File: config.mk
export PLATFORM = sky130hd
export DESIGN_NAME = macro_instr_transform_decode
export DESIGN_NICKNAME = d
export VERILOG_FILES = /design/src/core/macro_xform_pkg.sv /design/src/core/macro_instr_transform_decode.sv
export SDC_FILE = /design/constraint.sdc
export NUM_CORES = 1
export LEC_CHECK = 0
export BUFFER_PORTS_ARGS = -buffer_cell sky130_fd_sc_hd__buf_2
export CORE_MARGIN = 8
export CORE_UTILIZATION = 40
export DETAILED_ROUTE_END_ITERATION = 10
export PLACE_DENSITY_LB_ADDON = 0.25
export REMOVE_ABC_BUFFERS = 1
export SYNTH_ARGS = -nofsm -noshare
export SYNTH_HDL_FRONTEND = slang
export SYNTH_SLANG_ARGS = --single-unit
File: constraint.sdc
create_clock -name clk_sys_in -period 5.3 [get_ports clk_sys_in]
set_input_delay 1.06 -clock clk_sys_in [delete_from_list [all_inputs] [get_ports clk_sys_in]]
set_output_delay 1.06 -clock clk_sys_in [all_outputs]
set_load 0.01 [all_outputs]
File: src/core/macro_xform_pkg.sv
// constants, register map and carrier types for the macro instruction transform decoder
package macro_xform_pkg;
   // register byte offsets
   localparam logic [7:0] REG_CMD = 8'h00;
   localparam logic [7:0] REG_MACRO_DATA = 8'h04;
   localparam logic [7:0] REG_MICRO_LOW = 8'h08;
   localparam logic [7:0] REG_SELECTOR = 8'h0C;
   localparam logic [7:0] REG_COND = 8'h10;
   localparam logic [7:0] REG_HOLD = 8'h14;
   localparam logic [7:0] REG_STATUS = 8'h18;
   localparam logic [7:0] REG_MICRO_WORD = 8'h1C;
   localparam logic [1:0] WORD_ALIGN = 2'h0;
   // command and condition bits
   localparam int CMD_FETCH_BIT = 0;
   localparam int CMD_MICRO_BIT = 1;
   localparam int COND_MLI_BIT = 0;
   localparam int COND_PROT_BIT = 1;
   // instruction fields (lsb numbering)
   localparam int OPC_HI = 15;
   localparam int OPC_LO = 12;
   localparam int MODE_HI = 11;
   localparam int MODE_LO = 8;
   localparam int MODE_MEM_ORIGIN = 3;
   localparam int SEL_BIT_NINE = 6;
   localparam logic [15:0] IIN_CODE = 16'h0500;
   localparam logic [7:0] DELTA_ZERO = 8'h00;
   localparam logic [3:0] OPC_REGREF = 4'h0;
   localparam logic [1:0] MODE_DIRECT = 2'h0;
   // transform indices
   localparam logic [3:0] J_INT = 4'h0;
   localparam logic [3:0] J_IR2 = 4'h1;
   localparam logic [3:0] J_FLD = 4'h2;
   localparam logic [3:0] J_DEST = 4'h3;
   localparam logic [3:0] J_MISC_ALT = 4'h4;
   localparam logic [3:0] J_ENH = 4'h6;
   localparam logic [3:0] J_SEL = 4'h7;
   localparam logic [3:0] J_SKIP = 4'h8;
   localparam logic [3:0] J_SHIFT = 4'h9;
   localparam logic [3:0] J_IR = 4'hA;
   localparam logic [3:0] J_OPC = 4'hB;
   localparam logic [3:0] J_IM = 4'hC;
   localparam logic [3:0] J_PRI = 4'hD;
   localparam logic [3:0] J_ALT = 4'hE;
   localparam logic [3:0] J_MM = 4'hF;
   // fixed high bits of each address pattern except the selector byte one
   localparam logic [5:0] PFX_INT = 6'h01;
   localparam logic [4:0] PFX_IR2 = 5'h17;
   localparam logic [4:0] PFX_FLD = 5'h1B;
   localparam logic [4:0] PFX_DEST = 5'h07;
   localparam logic [2:0] PFX_MISC_ALT = 3'h7;
   localparam logic [3:0] PFX_ENH = 4'hA;
   localparam logic [2:0] PFX_SKIP = 3'h5;
   localparam logic [4:0] PFX_SHIFT = 5'h16;
   localparam logic [3:0] PFX_IR = 4'hC;
   localparam logic [2:0] PFX_OPC = 3'h4;
   localparam logic [3:0] PFX_IM = 4'hE;
   localparam logic [1:0] PFX_PRI = 2'h0;
   localparam logic [4:0] PFX_ALT = 5'h14;
   localparam logic [5:0] PFX_MM = 6'h2E;
   localparam logic [7:0] ADDR_UNUSED = 8'h00;
   // encoded upper micro commands
   localparam logic [15:0] MC_NOP = 16'h0000;
   localparam logic [15:0] MC_D_X_AB = 16'h1100;
   localparam logic [15:0] MC_DFF_X_AB = 16'h1200;
   localparam logic [15:0] MC_DQ_X_AB = 16'h1300;
   localparam logic [15:0] MC_PINC_P_AB = 16'h2100;
   localparam logic [15:0] MC_PDSE_X_AB = 16'h2200;
   localparam logic [15:0] MC_PDSE_F_AB = 16'h2300;
   localparam logic [15:0] MC_Q_X_AB = 16'h3100;
   localparam logic [15:0] MC_DINT_X_AB = 16'h3200;
   localparam logic [15:0] MC_A_F = 16'h4100;
   localparam logic [15:0] MC_INTERREG = 16'h5100;
   typedef struct packed {
      logic cyc;
      logic stb;
      logic we;
      logic [3:0] sel;
      logic [7:0] adr;
      logic [31:0] dat;
   } wb_req_t;
   typedef struct packed {
      logic ack;
      logic [31:0] dat;
   } wb_rsp_t;
   typedef struct packed {
      logic strobe;
      logic [7:0] addr;
      logic [31:0] word;
   } xform_out_t;
endpackage
File: src/core/macro_instr_transform_decode.sv
// macro instruction transform decoder with classic wishbone register slave
`timescale 1ns/1ps
`default_nettype none
module macro_instr_transform_decode
   import macro_xform_pkg::*;
(
   input wire logic clk_sys_in,
   input wire logic arst_n_in,
   input wire wb_req_t wb_req_in,
   output wb_rsp_t wb_rsp_out,
   output xform_out_t xform_out
);
   typedef struct packed {
      logic ack;
      logic [31:0] rdata;
      logic [15:0] macro_data;
      logic [15:0] micro_low;
      logic [15:0] selector;
      logic [1:0] cond;
      logic [15:0] holder;
      logic [7:0] delta;
      logic [3:0] index;
      logic [7:0] addr;
      logic [31:0] micro_word;
      logic cond_a;
      logic cond_b;
      logic cond_c;
      logic cond_d;
      logic enhanced;
      logic strobe;
   } state_t;

   state_t s;
   state_t next_s;
   logic req_hit;
   logic wr_go;
   logic fetch_go;
   logic micro_go;
   logic [15:0] use_holder;
   logic [7:0] use_delta;
   logic [3:0] use_index;
   logic use_a;
   logic use_b;
   logic use_c;
   logic use_d;

   function automatic logic [3:0] opc_of(input logic [15:0] h);
      return h[OPC_HI:OPC_LO];
   endfunction

   function automatic logic [3:0] mode_of(input logic [15:0] h);
      return h[MODE_HI:MODE_LO];
   endfunction

   function automatic logic [15:0] merge16(input logic [15:0] old, input logic [31:0] d,
                                           input logic [3:0] be);
      return {be[1] ? d[15:8] : old[15:8], be[0] ? d[7:0] : old[7:0]};
   endfunction

   function automatic logic reg_is(input logic [7:0] adr, input logic [7:0] off);
      return {adr[7:2], WORD_ALIGN} == off;
   endfunction

   // transform index picked from the held instruction
   function automatic logic [3:0] pick_index(input logic [15:0] h, input logic [7:0] dl);
      logic [3:0] m;
      logic dz;
      m = mode_of(h);
      dz = (dl == DELTA_ZERO);
      if (opc_of(h) == OPC_REGREF) begin
         unique case (m)
            4'h1: pick_index = J_SKIP;
            4'hF: pick_index = J_SHIFT;
            4'h8: pick_index = h[MODE_MEM_ORIGIN] ? J_IR : J_IM;
            default: pick_index = J_PRI;
         endcase
      end else begin
         unique case (m)
            4'h0: pick_index = dz ? J_PRI : J_OPC;
            4'h1, 4'h2: pick_index = dz ? J_ALT : J_OPC;
            4'h3: pick_index = dz ? J_ALT : J_MM;
            4'h4, 4'h5, 4'h6, 4'h7: pick_index = J_ALT;
            4'h8: pick_index = dz ? J_PRI : J_OPC;
            4'h9, 4'hA, 4'hB: pick_index = J_PRI;
            default: pick_index = dz ? J_MM : J_ALT;
         endcase
      end
   endfunction

   // upper half of the micro word encoded from the held instruction
   function automatic logic [15:0] encode_upper(input logic [15:0] h, input logic [7:0] dl);
      logic [3:0] m;
      m = mode_of(h);
      if (opc_of(h) == OPC_REGREF) begin
         unique case (m)
            4'h0, 4'h4, 4'h5, 4'hB: encode_upper = MC_NOP;
            4'h2, 4'h3: encode_upper = MC_PDSE_F_AB;
            4'h6, 4'h7: encode_upper = MC_Q_X_AB;
            4'h8: encode_upper = MC_INTERREG;
            4'hE: encode_upper = MC_DINT_X_AB;
            4'hF: encode_upper = MC_A_F;
            default: encode_upper = MC_PINC_P_AB;
         endcase
      end else if (dl == DELTA_ZERO) begin
         encode_upper = MC_PINC_P_AB;
      end else begin
         unique case (m)
            4'h0: encode_upper = MC_D_X_AB;
            4'h1, 4'h3: encode_upper = MC_DFF_X_AB;
            4'h2: encode_upper = MC_DQ_X_AB;
            4'h4, 4'h5, 4'h6, 4'h7: encode_upper = MC_D_X_AB;
            default: encode_upper = MC_PDSE_X_AB;
         endcase
      end
   endfunction

   function automatic logic is_enhanced(input logic [15:0] h, input logic [7:0] dl);
      logic [3:0] m;
      m = mode_of(h);
      is_enhanced = (opc_of(h) == OPC_REGREF) && (dl != DELTA_ZERO) &&
                    (m == 4'h0 || m == 4'h4 || m == 4'h5 || m == 4'h6 ||
                     m == 4'h7 || m == 4'hB);
   endfunction

   // micro address bit patterns of the fifteen transforms
   function automatic logic [7:0] xform_addr(input logic [3:0] j, input logic [15:0] h,
                                             input logic [7:0] dl, input logic [15:0] sl,
                                             input logic a, input logic c, input logic d);
      logic dz;
      dz = (dl == DELTA_ZERO);
      unique case (j)
         J_INT: xform_addr = {PFX_INT, a, 1'b0};
         J_IR2: xform_addr = {PFX_IR2, dl[4:3], 1'b0};
         J_FLD: xform_addr = {PFX_FLD, dl[2:0]};
         J_DEST: xform_addr = {PFX_DEST, dl[2:0]};
         J_MISC_ALT: xform_addr = {PFX_MISC_ALT, dl[4:0]};
         J_ENH: xform_addr = {PFX_ENH, dl[7:6], dz, 1'b0};
         J_SEL: xform_addr = sl[7:0];
         J_SKIP: xform_addr = {PFX_SKIP, dl[7:4], 1'b0};
         J_SHIFT: xform_addr = {PFX_SHIFT, dl[7:5]};
         J_IR: xform_addr = {PFX_IR, dl[3:0]};
         J_OPC: xform_addr = {PFX_OPC, opc_of(h), 1'b0};
         J_IM: xform_addr = {PFX_IM, dl[7:4]};
         J_PRI: xform_addr = {PFX_PRI, opc_of(h) == OPC_REGREF, mode_of(h), dz};
         J_ALT: xform_addr = {PFX_ALT, h[MODE_LO+2:MODE_LO]};
         J_MM: xform_addr = {PFX_MM, c, d};
         default: xform_addr = ADDR_UNUSED;
      endcase
   endfunction

   function automatic logic [31:0] read_mux(input state_t st, input logic [7:0] adr);
      read_mux = '0;
      if (reg_is(adr, REG_MACRO_DATA)) begin
         read_mux[15:0] = st.macro_data;
      end else if (reg_is(adr, REG_MICRO_LOW)) begin
         read_mux[15:0] = st.micro_low;
      end else if (reg_is(adr, REG_SELECTOR)) begin
         read_mux[15:0] = st.selector;
      end else if (reg_is(adr, REG_COND)) begin
         read_mux[1:0] = st.cond;
      end else if (reg_is(adr, REG_HOLD)) begin
         read_mux[23:0] = {st.delta, st.holder};
      end else if (reg_is(adr, REG_STATUS)) begin
         read_mux[16:0] = {st.enhanced, st.cond_d, st.cond_c, st.cond_b, st.cond_a,
                           st.index, st.addr};
      end else if (reg_is(adr, REG_MICRO_WORD)) begin
         read_mux = st.micro_word;
      end
   endfunction

   always_comb begin
      next_s = s;
      req_hit = wb_req_in.cyc & wb_req_in.stb;
      wr_go = req_hit & wb_req_in.we & s.ack;
      fetch_go = wr_go & reg_is(wb_req_in.adr, REG_CMD) & wb_req_in.sel[0] &
                 wb_req_in.dat[CMD_FETCH_BIT];
      micro_go = wr_go & reg_is(wb_req_in.adr, REG_CMD) & wb_req_in.sel[0] &
                 wb_req_in.dat[CMD_MICRO_BIT] & ~fetch_go;
      next_s.ack = req_hit & ~s.ack;
      next_s.rdata = (req_hit & ~s.ack & ~wb_req_in.we) ? read_mux(s, wb_req_in.adr) : '0;
      if (wr_go && reg_is(wb_req_in.adr, REG_MACRO_DATA)) begin
         next_s.macro_data = merge16(s.macro_data, wb_req_in.dat, wb_req_in.sel);
      end
      if (wr_go && reg_is(wb_req_in.adr, REG_MICRO_LOW)) begin
         next_s.micro_low = merge16(s.micro_low, wb_req_in.dat, wb_req_in.sel);
      end
      if (wr_go && reg_is(wb_req_in.adr, REG_SELECTOR)) begin
         next_s.selector = merge16(s.selector, wb_req_in.dat, wb_req_in.sel);
      end
      if (wr_go && reg_is(wb_req_in.adr, REG_COND) && wb_req_in.sel[0]) begin
         next_s.cond = wb_req_in.dat[1:0];
      end
      // decode on the values the holders take at this edge
      use_holder = fetch_go ? s.macro_data : s.holder;
      use_delta = fetch_go ? s.macro_data[7:0] : s.delta;
      use_index = fetch_go ? pick_index(use_holder, use_delta) : s.micro_low[3:0];
      use_a = (use_holder == IIN_CODE) | s.selector[SEL_BIT_NINE];
      use_b = (use_holder[MODE_HI -: 2] == MODE_DIRECT) | s.cond[COND_MLI_BIT];
      use_c = s.cond[COND_PROT_BIT];
      use_d = (use_delta == DELTA_ZERO) | use_b;
      next_s.strobe = fetch_go | micro_go;
      if (fetch_go || micro_go) begin
         next_s.holder = use_holder;
         next_s.delta = use_delta;
         next_s.index = use_index;
         next_s.addr = xform_addr(use_index, use_holder, use_delta, s.selector,
                                  use_a, use_c, use_d);
         next_s.cond_a = use_a;
         next_s.cond_b = use_b;
         next_s.cond_c = use_c;
         next_s.cond_d = use_d;
         next_s.enhanced = is_enhanced(use_holder, use_delta);
         next_s.micro_word = {fetch_go ? encode_upper(use_holder, use_delta) :
                              s.micro_word[31:16], s.micro_low};
      end
   end

   always_ff @(posedge clk_sys_in or negedge arst_n_in) begin
      if (!arst_n_in) begin
         s <= '0;
      end else begin
         s <= next_s;
      end
   end

   assign wb_rsp_out = {s.ack, s.rdata};
   assign xform_out = {s.strobe, s.addr, s.micro_word};

   hold_load_a: assert property (
      @(posedge clk_sys_in) disable iff (!arst_n_in)
      fetch_go |=> (s.holder == $past(s.macro_data)) && (s.delta == $past(s.macro_data[7:0])))
      else $error("holders not loaded by fetch");

   low_half_a: assert property (
      @(posedge clk_sys_in) disable iff (!arst_n_in)
      fetch_go |=> s.micro_word[15:0] == $past(s.micro_low))
      else $error("lower micro word not from micro memory");

   micro_index_a: assert property (
      @(posedge clk_sys_in) disable iff (!arst_n_in)
      micro_go |=> s.strobe && (s.index == $past(s.micro_low[3:0])))
      else $error("index not taken from micro word bits");

   selector_byte_a: assert property (
      @(posedge clk_sys_in) disable iff (!arst_n_in)
      (s.strobe && s.index == J_SEL) |-> s.addr == s.selector[7:0])
      else $error("selector byte not passed");

   shift_index_a: assert property (
      @(posedge clk_sys_in) disable iff (!arst_n_in)
      (fetch_go && opc_of(s.macro_data) == OPC_REGREF && mode_of(s.macro_data) == 4'hF)
      |=> s.index == J_SHIFT && s.micro_word[31:16] == MC_A_F)
      else $error("shift code not decoded");

   cond_a_a: assert property (
      @(posedge clk_sys_in) disable iff (!arst_n_in)
      $rose(s.strobe) |-> s.cond_a == ((s.holder == IIN_CODE) | s.selector[SEL_BIT_NINE]))
      else $error("condition A wrong");

   zero_delta_a: assert property (
      @(posedge clk_sys_in) disable iff (!arst_n_in)
      (fetch_go && opc_of(s.macro_data) != OPC_REGREF && s.macro_data[7:0] == DELTA_ZERO)
      |=> s.micro_word[31:16] == MC_PINC_P_AB)
      else $error("zero delta not incrementing P");

   rel_indirect_a: assert property (
      @(posedge clk_sys_in) disable iff (!arst_n_in)
      (fetch_go && opc_of(s.macro_data) != OPC_REGREF && s.macro_data[MODE_HI -: 2] == 2'h3)
      |=> s.index == ((s.delta == DELTA_ZERO) ? J_MM : J_ALT))
      else $error("relative indirect dispatch wrong");

   enhanced_flag_a: assert property (
      @(posedge clk_sys_in) disable iff (!arst_n_in)
      (s.strobe && s.enhanced) |-> (s.delta != DELTA_ZERO) && (opc_of(s.holder) == OPC_REGREF))
      else $error("enhanced flag with zero delta");

   bus_ack_a: assert property (
      @(posedge clk_sys_in) disable iff (!arst_n_in)
      (req_hit && !s.ack) |=> s.ack ##1 !s.ack)
      else $error("ack not one cycle after request");
endmodule
`default_nettype wire

Word-level counts from Yosys, hierarchy flattened --
Memory sizes are Yosys's and may differ from the RTL's. Index checks and enable logic that the tools add are counted.
Word-level totals: bits in latches 0, RAM bits 0, memory bits (read-only) 96, register bits 157, output and inout port bits 74, input bits 49, memories 2, logic and storage cells 140
Memories:
- (no name shown) | depth 16, width 5, read ports 1, clocked after Yosys merged registers in 0, write ports 0, line macro_instr_transform_decode.sv:95 | unique case (m)
- (no name shown) | depth 8, width 2, read ports 1, clocked after Yosys merged registers in 0, write ports 0, line macro_instr_transform_decode.sv:107 | unique case (m)
Operators by class: add/sub/neg operators 0, reductions and logical operators 31, bitwise logic cells 17, $mul 0, order comparisons 0, shifts and indexed selects 0, multiplexer cells 35, divide/modulo/power cells 0, eq/ne operators 34
Operators with widths (count):
- 32-bit 2-to-1 mux | 8
- 16-bit 2-to-1 mux | 10
- 8-bit case mux with 15 select lines | 1
- 4-bit equality test, second input constant | 13
- 30-bit 2-to-1 mux | 1
- 4-bit by 3-bit equality test with 1-bit output, second input constant | 7
- 6-bit by 3-bit equality test with 1-bit output, second input constant | 4
- 24-bit 2-to-1 mux | 1
- 17-bit 2-to-1 mux | 1
- 16-bit by 11-bit equality test with 1-bit output, second input constant | 1
- 4-bit by 2-bit equality test with 1-bit output, second input constant | 4
- 8-bit 2-to-1 mux | 2
- 15-bit 2-to-1 mux | 1
- 3-bit case mux with 5 select lines | 1
- 2-bit AND reduction | 7
- 6-bit by 2-bit equality test with 1-bit output, second input constant | 2
- 4-bit logical NOT | 3
- 1-bit AND | 10
- 3-bit 2-to-1 mux | 3
- 3-bit case mux with 3 select lines | 1
- 4-bit by 1-bit equality test with 1-bit output, second input constant | 2
- 8-bit logical NOT | 1
- 4-bit 2-to-1 mux | 2
- 8-bit nonzero test | 1
- 12 further kinds | 30

Depth between registers and ports, before layout --
word-level depth 15, depth in mapped cells 19

Worst setup path before layout --
OpenSTA, ideal clock, no wires.
path type input to register, start input port wb_req_in[36] (netlist bit), end register s (netlist bit xform_out[37]), arrival 4.904 ns, cell stages on the path 17, path slack 0.275 ns, cells stage by stage nor4_4 and4_1 buf_4 buf_2 mux2i_1 inv_1 ha_1 or3_1 clkbuf_1 mux2i_1 o311ai_1 and2_1 clkbuf_1 o21ai_0 o21ai_0 a31oi_1 a22o_1
Between the ends: longest elaborated chain between the ends 12
RTL lines:
- from (decl) | line macro_instr_transform_decode.sv:9 | input wire wb_req_t wb_req_in,
- 6-bit logical NOT * | line macro_instr_transform_decode.sv:61 | return {adr[7:2], WORD_ALIGN} == off;
- 1-bit AND * (3 in a row) | line macro_instr_transform_decode.sv:175 | fetch_go = wr_go & reg_is(wb_req_in.adr, REG_CMD) & wb_req_in.sel[0] &
- 16-bit 2-to-1 mux * | line macro_instr_transform_decode.sv:194 | use_holder = fetch_go ? s.macro_data : s.holder;
- via use_holder[9] | line macro_instr_transform_decode.sv:39 | logic [15:0] use_holder;
- 4-bit by 3-bit equality test with 1-bit output (tied with other cells) | line macro_instr_transform_decode.sv:78 | unique case (m)
- 4-bit OR reduction (tied with other cells) | line macro_instr_transform_decode.sv:78
- 3-bit case mux with 5 select lines | line macro_instr_transform_decode.sv:78
- 4-bit 2-to-1 mux * | line macro_instr_transform_decode.sv:70 | if (opc_of(h) == OPC_REGREF) begin
- 4-bit 2-to-1 mux * | line macro_instr_transform_decode.sv:196 | use_index = fetch_go ? pick_index(use_holder, use_delta) : s.micro_low[3:0];
- 4-bit equality test (tied with other cells) | line macro_instr_transform_decode.sv:131 | unique case (j)
- 8-bit case mux with 15 select lines * | line macro_instr_transform_decode.sv:131
- to (signal assigned) | line macro_instr_transform_decode.sv:222 | s <= next_s;
- to (decl) | line macro_instr_transform_decode.sv:33 | state_t s;
The timed path passes the listed nets; every way through them passes the cells marked *. A chain may end at the register's enable or synchronous reset.

Worst setup path in the final report --
start input port wb_req_in[40] (netlist bit), end register s (netlist bit xform_out[35])
Between the ends: longest elaborated chain between the ends 10
RTL lines (line):
- 1-bit AND * (2 in a row) | macro_instr_transform_decode.sv:175
- 16-bit 2-to-1 mux * | macro_instr_transform_decode.sv:194
- via use_holder[9] | macro_instr_transform_decode.sv:39
- 4-bit by 3-bit equality test with 1-bit output (tied with other cells) | macro_instr_transform_decode.sv:78
- 4-bit OR reduction (tied with other cells) | macro_instr_transform_decode.sv:78
- 3-bit case mux with 5 select lines | macro_instr_transform_decode.sv:78
- 4-bit 2-to-1 mux * | macro_instr_transform_decode.sv:70
- 4-bit 2-to-1 mux * | macro_instr_transform_decode.sv:196
- 4-bit equality test (tied with other cells) | macro_instr_transform_decode.sv:131
- 8-bit case mux with 15 select lines * | macro_instr_transform_decode.sv:131
Marks and branches as above.

==> results.toml <==
[outcome]
status = "finished, final reports clean"

[critical_path]
required_ns = 5.60
cp-end-kind = "flip-flop"
crit_family = "simple AND/OR/NAND/NOR gates"
crit_chain = "buf_2 -> nor3b_1 -> and4_1 -> mux2i_1 -> inv_1 -> ha_1 -> or3_1 -> a311oi_1 -> a211oi_1 -> or3_1 -> buf_4 -> and3_1 -> o211ai_1 -> o211ai_2"
worstReg2RegEnd = "xform_out[35]$_DFFE_PN0P_"
r2r.worst_path.cells = 13
ff2ff_setup_slack_ns = 1.00
crit_cells = 14
crit_slowest_cell = "or3_1"
critPathKind = "in -> reg"
crit_top_cell = "or3_1"
start_kind = "primary input"
crit_buf_inv = 3
worstPathMaxFanout = 10
r2r_start = "wb_rsp_out[32]$_DFF_PN0_"
cp.arrival_ns = 5.17
crit_end = "xform_out[35]$_DFFE_PN0P_"
crit_path_max_incr_delay_ns = 0.63
crit_path_start = "wb_req_in[40]"

[placement]
portBuffers = 88
place_inst = 1101
gp_congestion = 0.966
dpl.hpwl_mm = 17.2

[route]
vias_per_cell = 5.71
drc = 0
drt-total-wl_mm = 24.7
dr.pass1.iters = 6
ant_nets = 0
wire_per_inst_um = 21.8
first_iter_violations = 839
vias = 6475

[yosys]
avgSynthCellArea_um2 = 9.71
syn_inst = 823
yosysSeqAreaShare_pct = 44.8
yosys.area.top_type = "dfrtp_1"
synthFlopType = "dfrtp_1"
ys_ff_latch = 143
synth-edff-count = 0
netlist_area_mm2 = 0.00799
ys_warn_count = 0
synth_top_area_share_pct = 44.8
synth-async-reset-ratio_pct = 100
ys_types = 65
synth.top_cells.by_area = "dfrtp_1, mux2_2, buf_4"

[sta]
finalSetupViolCount = 0
finalHoldViolations = 0
relSlewSlack_pct = 30.5
worst_pin_slew_ns = 1.03
period_share_pct = 92.0
rsz0062_at_grt = "false"
finClkSkew_ns = 0.00915
timing.final.crit_period_ns = 4.87
fin_setup_tns_ns = 0
max_freq_ghz = 0.205
maxSlewViolCount = 0

[grt]
grt_usage_pct = 20.5
antenna_found_initial = 1
grt_pass1_vias = 6398
grt_max_degree = 61
grt-ovfl-total = 0
grt_pass1_wl_mm = 38.5

[cells_and_area]
final_nets = 911
fill_cells = 1889
final_util_pct = 45.8
syn2layout_area_growth_pct = 11.8
diodes = 0
drive_gt1_share_pct = 27.3
final_cells = 1133

[clocking]
clk_pin_slew_ns = 0.06
htreeDepth = 4
clkLatencyLatePin_ns = 0.43
cts_resized = 0
cts_tree = "yes"
clockBufferDepth = 2
post_cts_buffers = 0
hold_buffers = 0
ctsRootBufferMaster = "clkbuf_16"
cts_sinks = 143
numCtsBuffers = 17

[worst_hold_path]
hp-class = "reg -> reg"
hold_depth = 2

[flow_run]
maxCapViolCount = 0

[floorplanning]
die_x_um = 157
rows = 51
fp.dieH_um = 157
start_util_pct = 40.9
ios = 123
die-area_mm2 = 0.0248
core_area_mm2 = 0.0195

[power_and_ir_drop]
cellLeakagePower_nw = 4.54
ir_worst_vdd_mv = 0.226
powerDensity_mw_per_mm2 = 272
## cell type report
type	count	area [µm²]	area share [%]
tap	265	332	3.71
multi-input combinational	551	3650	40.8
clock inverter	12	131	1.47
sequential	143	3580	40.1
clock buffer	20	467	5.22
timing repair buffer	123	709	7.94
inverter	19	71.3	0.798
## per-layer routing
metal  up-vias  global-route usage [%]  part of all wire (%)
met5         -                       0                 0.053
li1       2927                       -                     -
met4         2                    8.07                   2.8
met1      3188                    28.9                    46
met3        50                    4.77                   7.4
met2       308                    29.6                    44
## cell usage in the layout (no fill, tap or decap), drive strengths merged, types with 15 or more instances in the layout
cell type / synthesis / routed
mux2: 66 / 66
nand2b: 18 / 18
buf: 83 / 123
inv: 18 / 21
a22oi: 30 / 30
a21oi: 16 / 16
nor2: 36 / 36
mux2i: 15 / 15
clkbuf: 40 / 20
nand3: 15 / 15
nand2: 138 / 138
o22ai: 15 / 15
dfrtp: 143 / 143
o211a: 15 / 15
o21ai: 33 / 33
## per-stage QoR
step | area (µm²) | hold WS (ns) | total power [mW] | worst slack (ns)
3_3_place_gp | 8340 | 0.459 | 1.23 | 0.120
4_1_cts | 8930 | 0.489 | 2.45 | 0.464
3_5_place_dp | 8340 | 0.466 | 1.23 | 0.0310
5_1_grt | 8930 | 0.510 | 2.50 | 0.0512
2_1_floorplan | 7280 | 0.435 | 1.15 | -0.530
6_report | 8930 | 0.481 | 2.43 | 0.426
## Yosys cell counts, types with 4 or more instances
master / n
a211oi_1: 6
a21oi_1: 15
a22oi_1: 30
a31oi_1: 10
a41oi_1: 4
and2_1: 11
and3_1: 7
buf_4: 75
clkbuf_1: 40
dfrtp_1: 143
ha_1: 7
inv_1: 15
mux2_2: 66
mux2i_1: 15
nand2_1: 138
nand2b_1: 18
nand3_1: 15
nand4_1: 8
nor2_1: 36
nor3_1: 13
nor4_1: 10
o211a_1: 15
o211ai_1: 4
o21ai_0: 23
o21ai_1: 10
o22ai_1: 15
or3_1: 6
or4_1: 4
## power breakdown
group          internal, mW  switching, mW  leakage (nW)
sequential             1.10        0.00428          1.98
combinational        0.0300         0.0799          2.27
clock                 0.733          0.485         0.297
total                  1.86          0.569          4.54
## worst register-to-register path: cells and delay by family (launching register included)
| kind | cells | cell delay, ns |
|---|---|---|
| DFF | 1 | 0.40 |
| adders and majority gates | 1 | 0.28 |
| and+or+nand+nor | 5 | 1.82 |
| AOI/OAI and AO/OA | 4 | 0.74 |
| buffers and inverters | 2 | 0.48 |
| muxes | 1 | 0.46 |
## worst min-delay path by stage
stage / startpoint / end / slack [ns]
3_5_place_dp: s[4]$_DFFE_PN0P_ / s[4]$_DFFE_PN0P_ / 0.47
2_1_floorplan: s[5]$_DFFE_PN0P_ / s[5]$_DFFE_PN0P_ / 0.43
3_3_place_gp: s[5]$_DFFE_PN0P_ / s[5]$_DFFE_PN0P_ / 0.46
4_1_cts: s[48]$_DFFE_PN0P_ / s[48]$_DFFE_PN0P_ / 0.49
5_1_grt: s[2]$_DFFE_PN0P_ / s[2]$_DFFE_PN0P_ / 0.51
6_report: s[5]$_DFFE_PN0P_ / s[5]$_DFFE_PN0P_ / 0.48
## flip-flops by register name, indices dropped and copies added (netlist names)
name,count
s,83
xform_out,30
wb_rsp_out,30
## logic make-up (layout without fill, tap and decap cells)
group	Yosys count	after routing	share of synthesized area, %
AOI/OAI and AO/OA	168	168	15.5
adders and majority gates	7	7	1.10
buffers and inverters	142	174	10.4
DFF	143	143	44.8
muxes	83	83	11.7
other	1	14	0.0469
and+or+nand+nor	279	279	16.4
(Power assumes the default switching activity.)
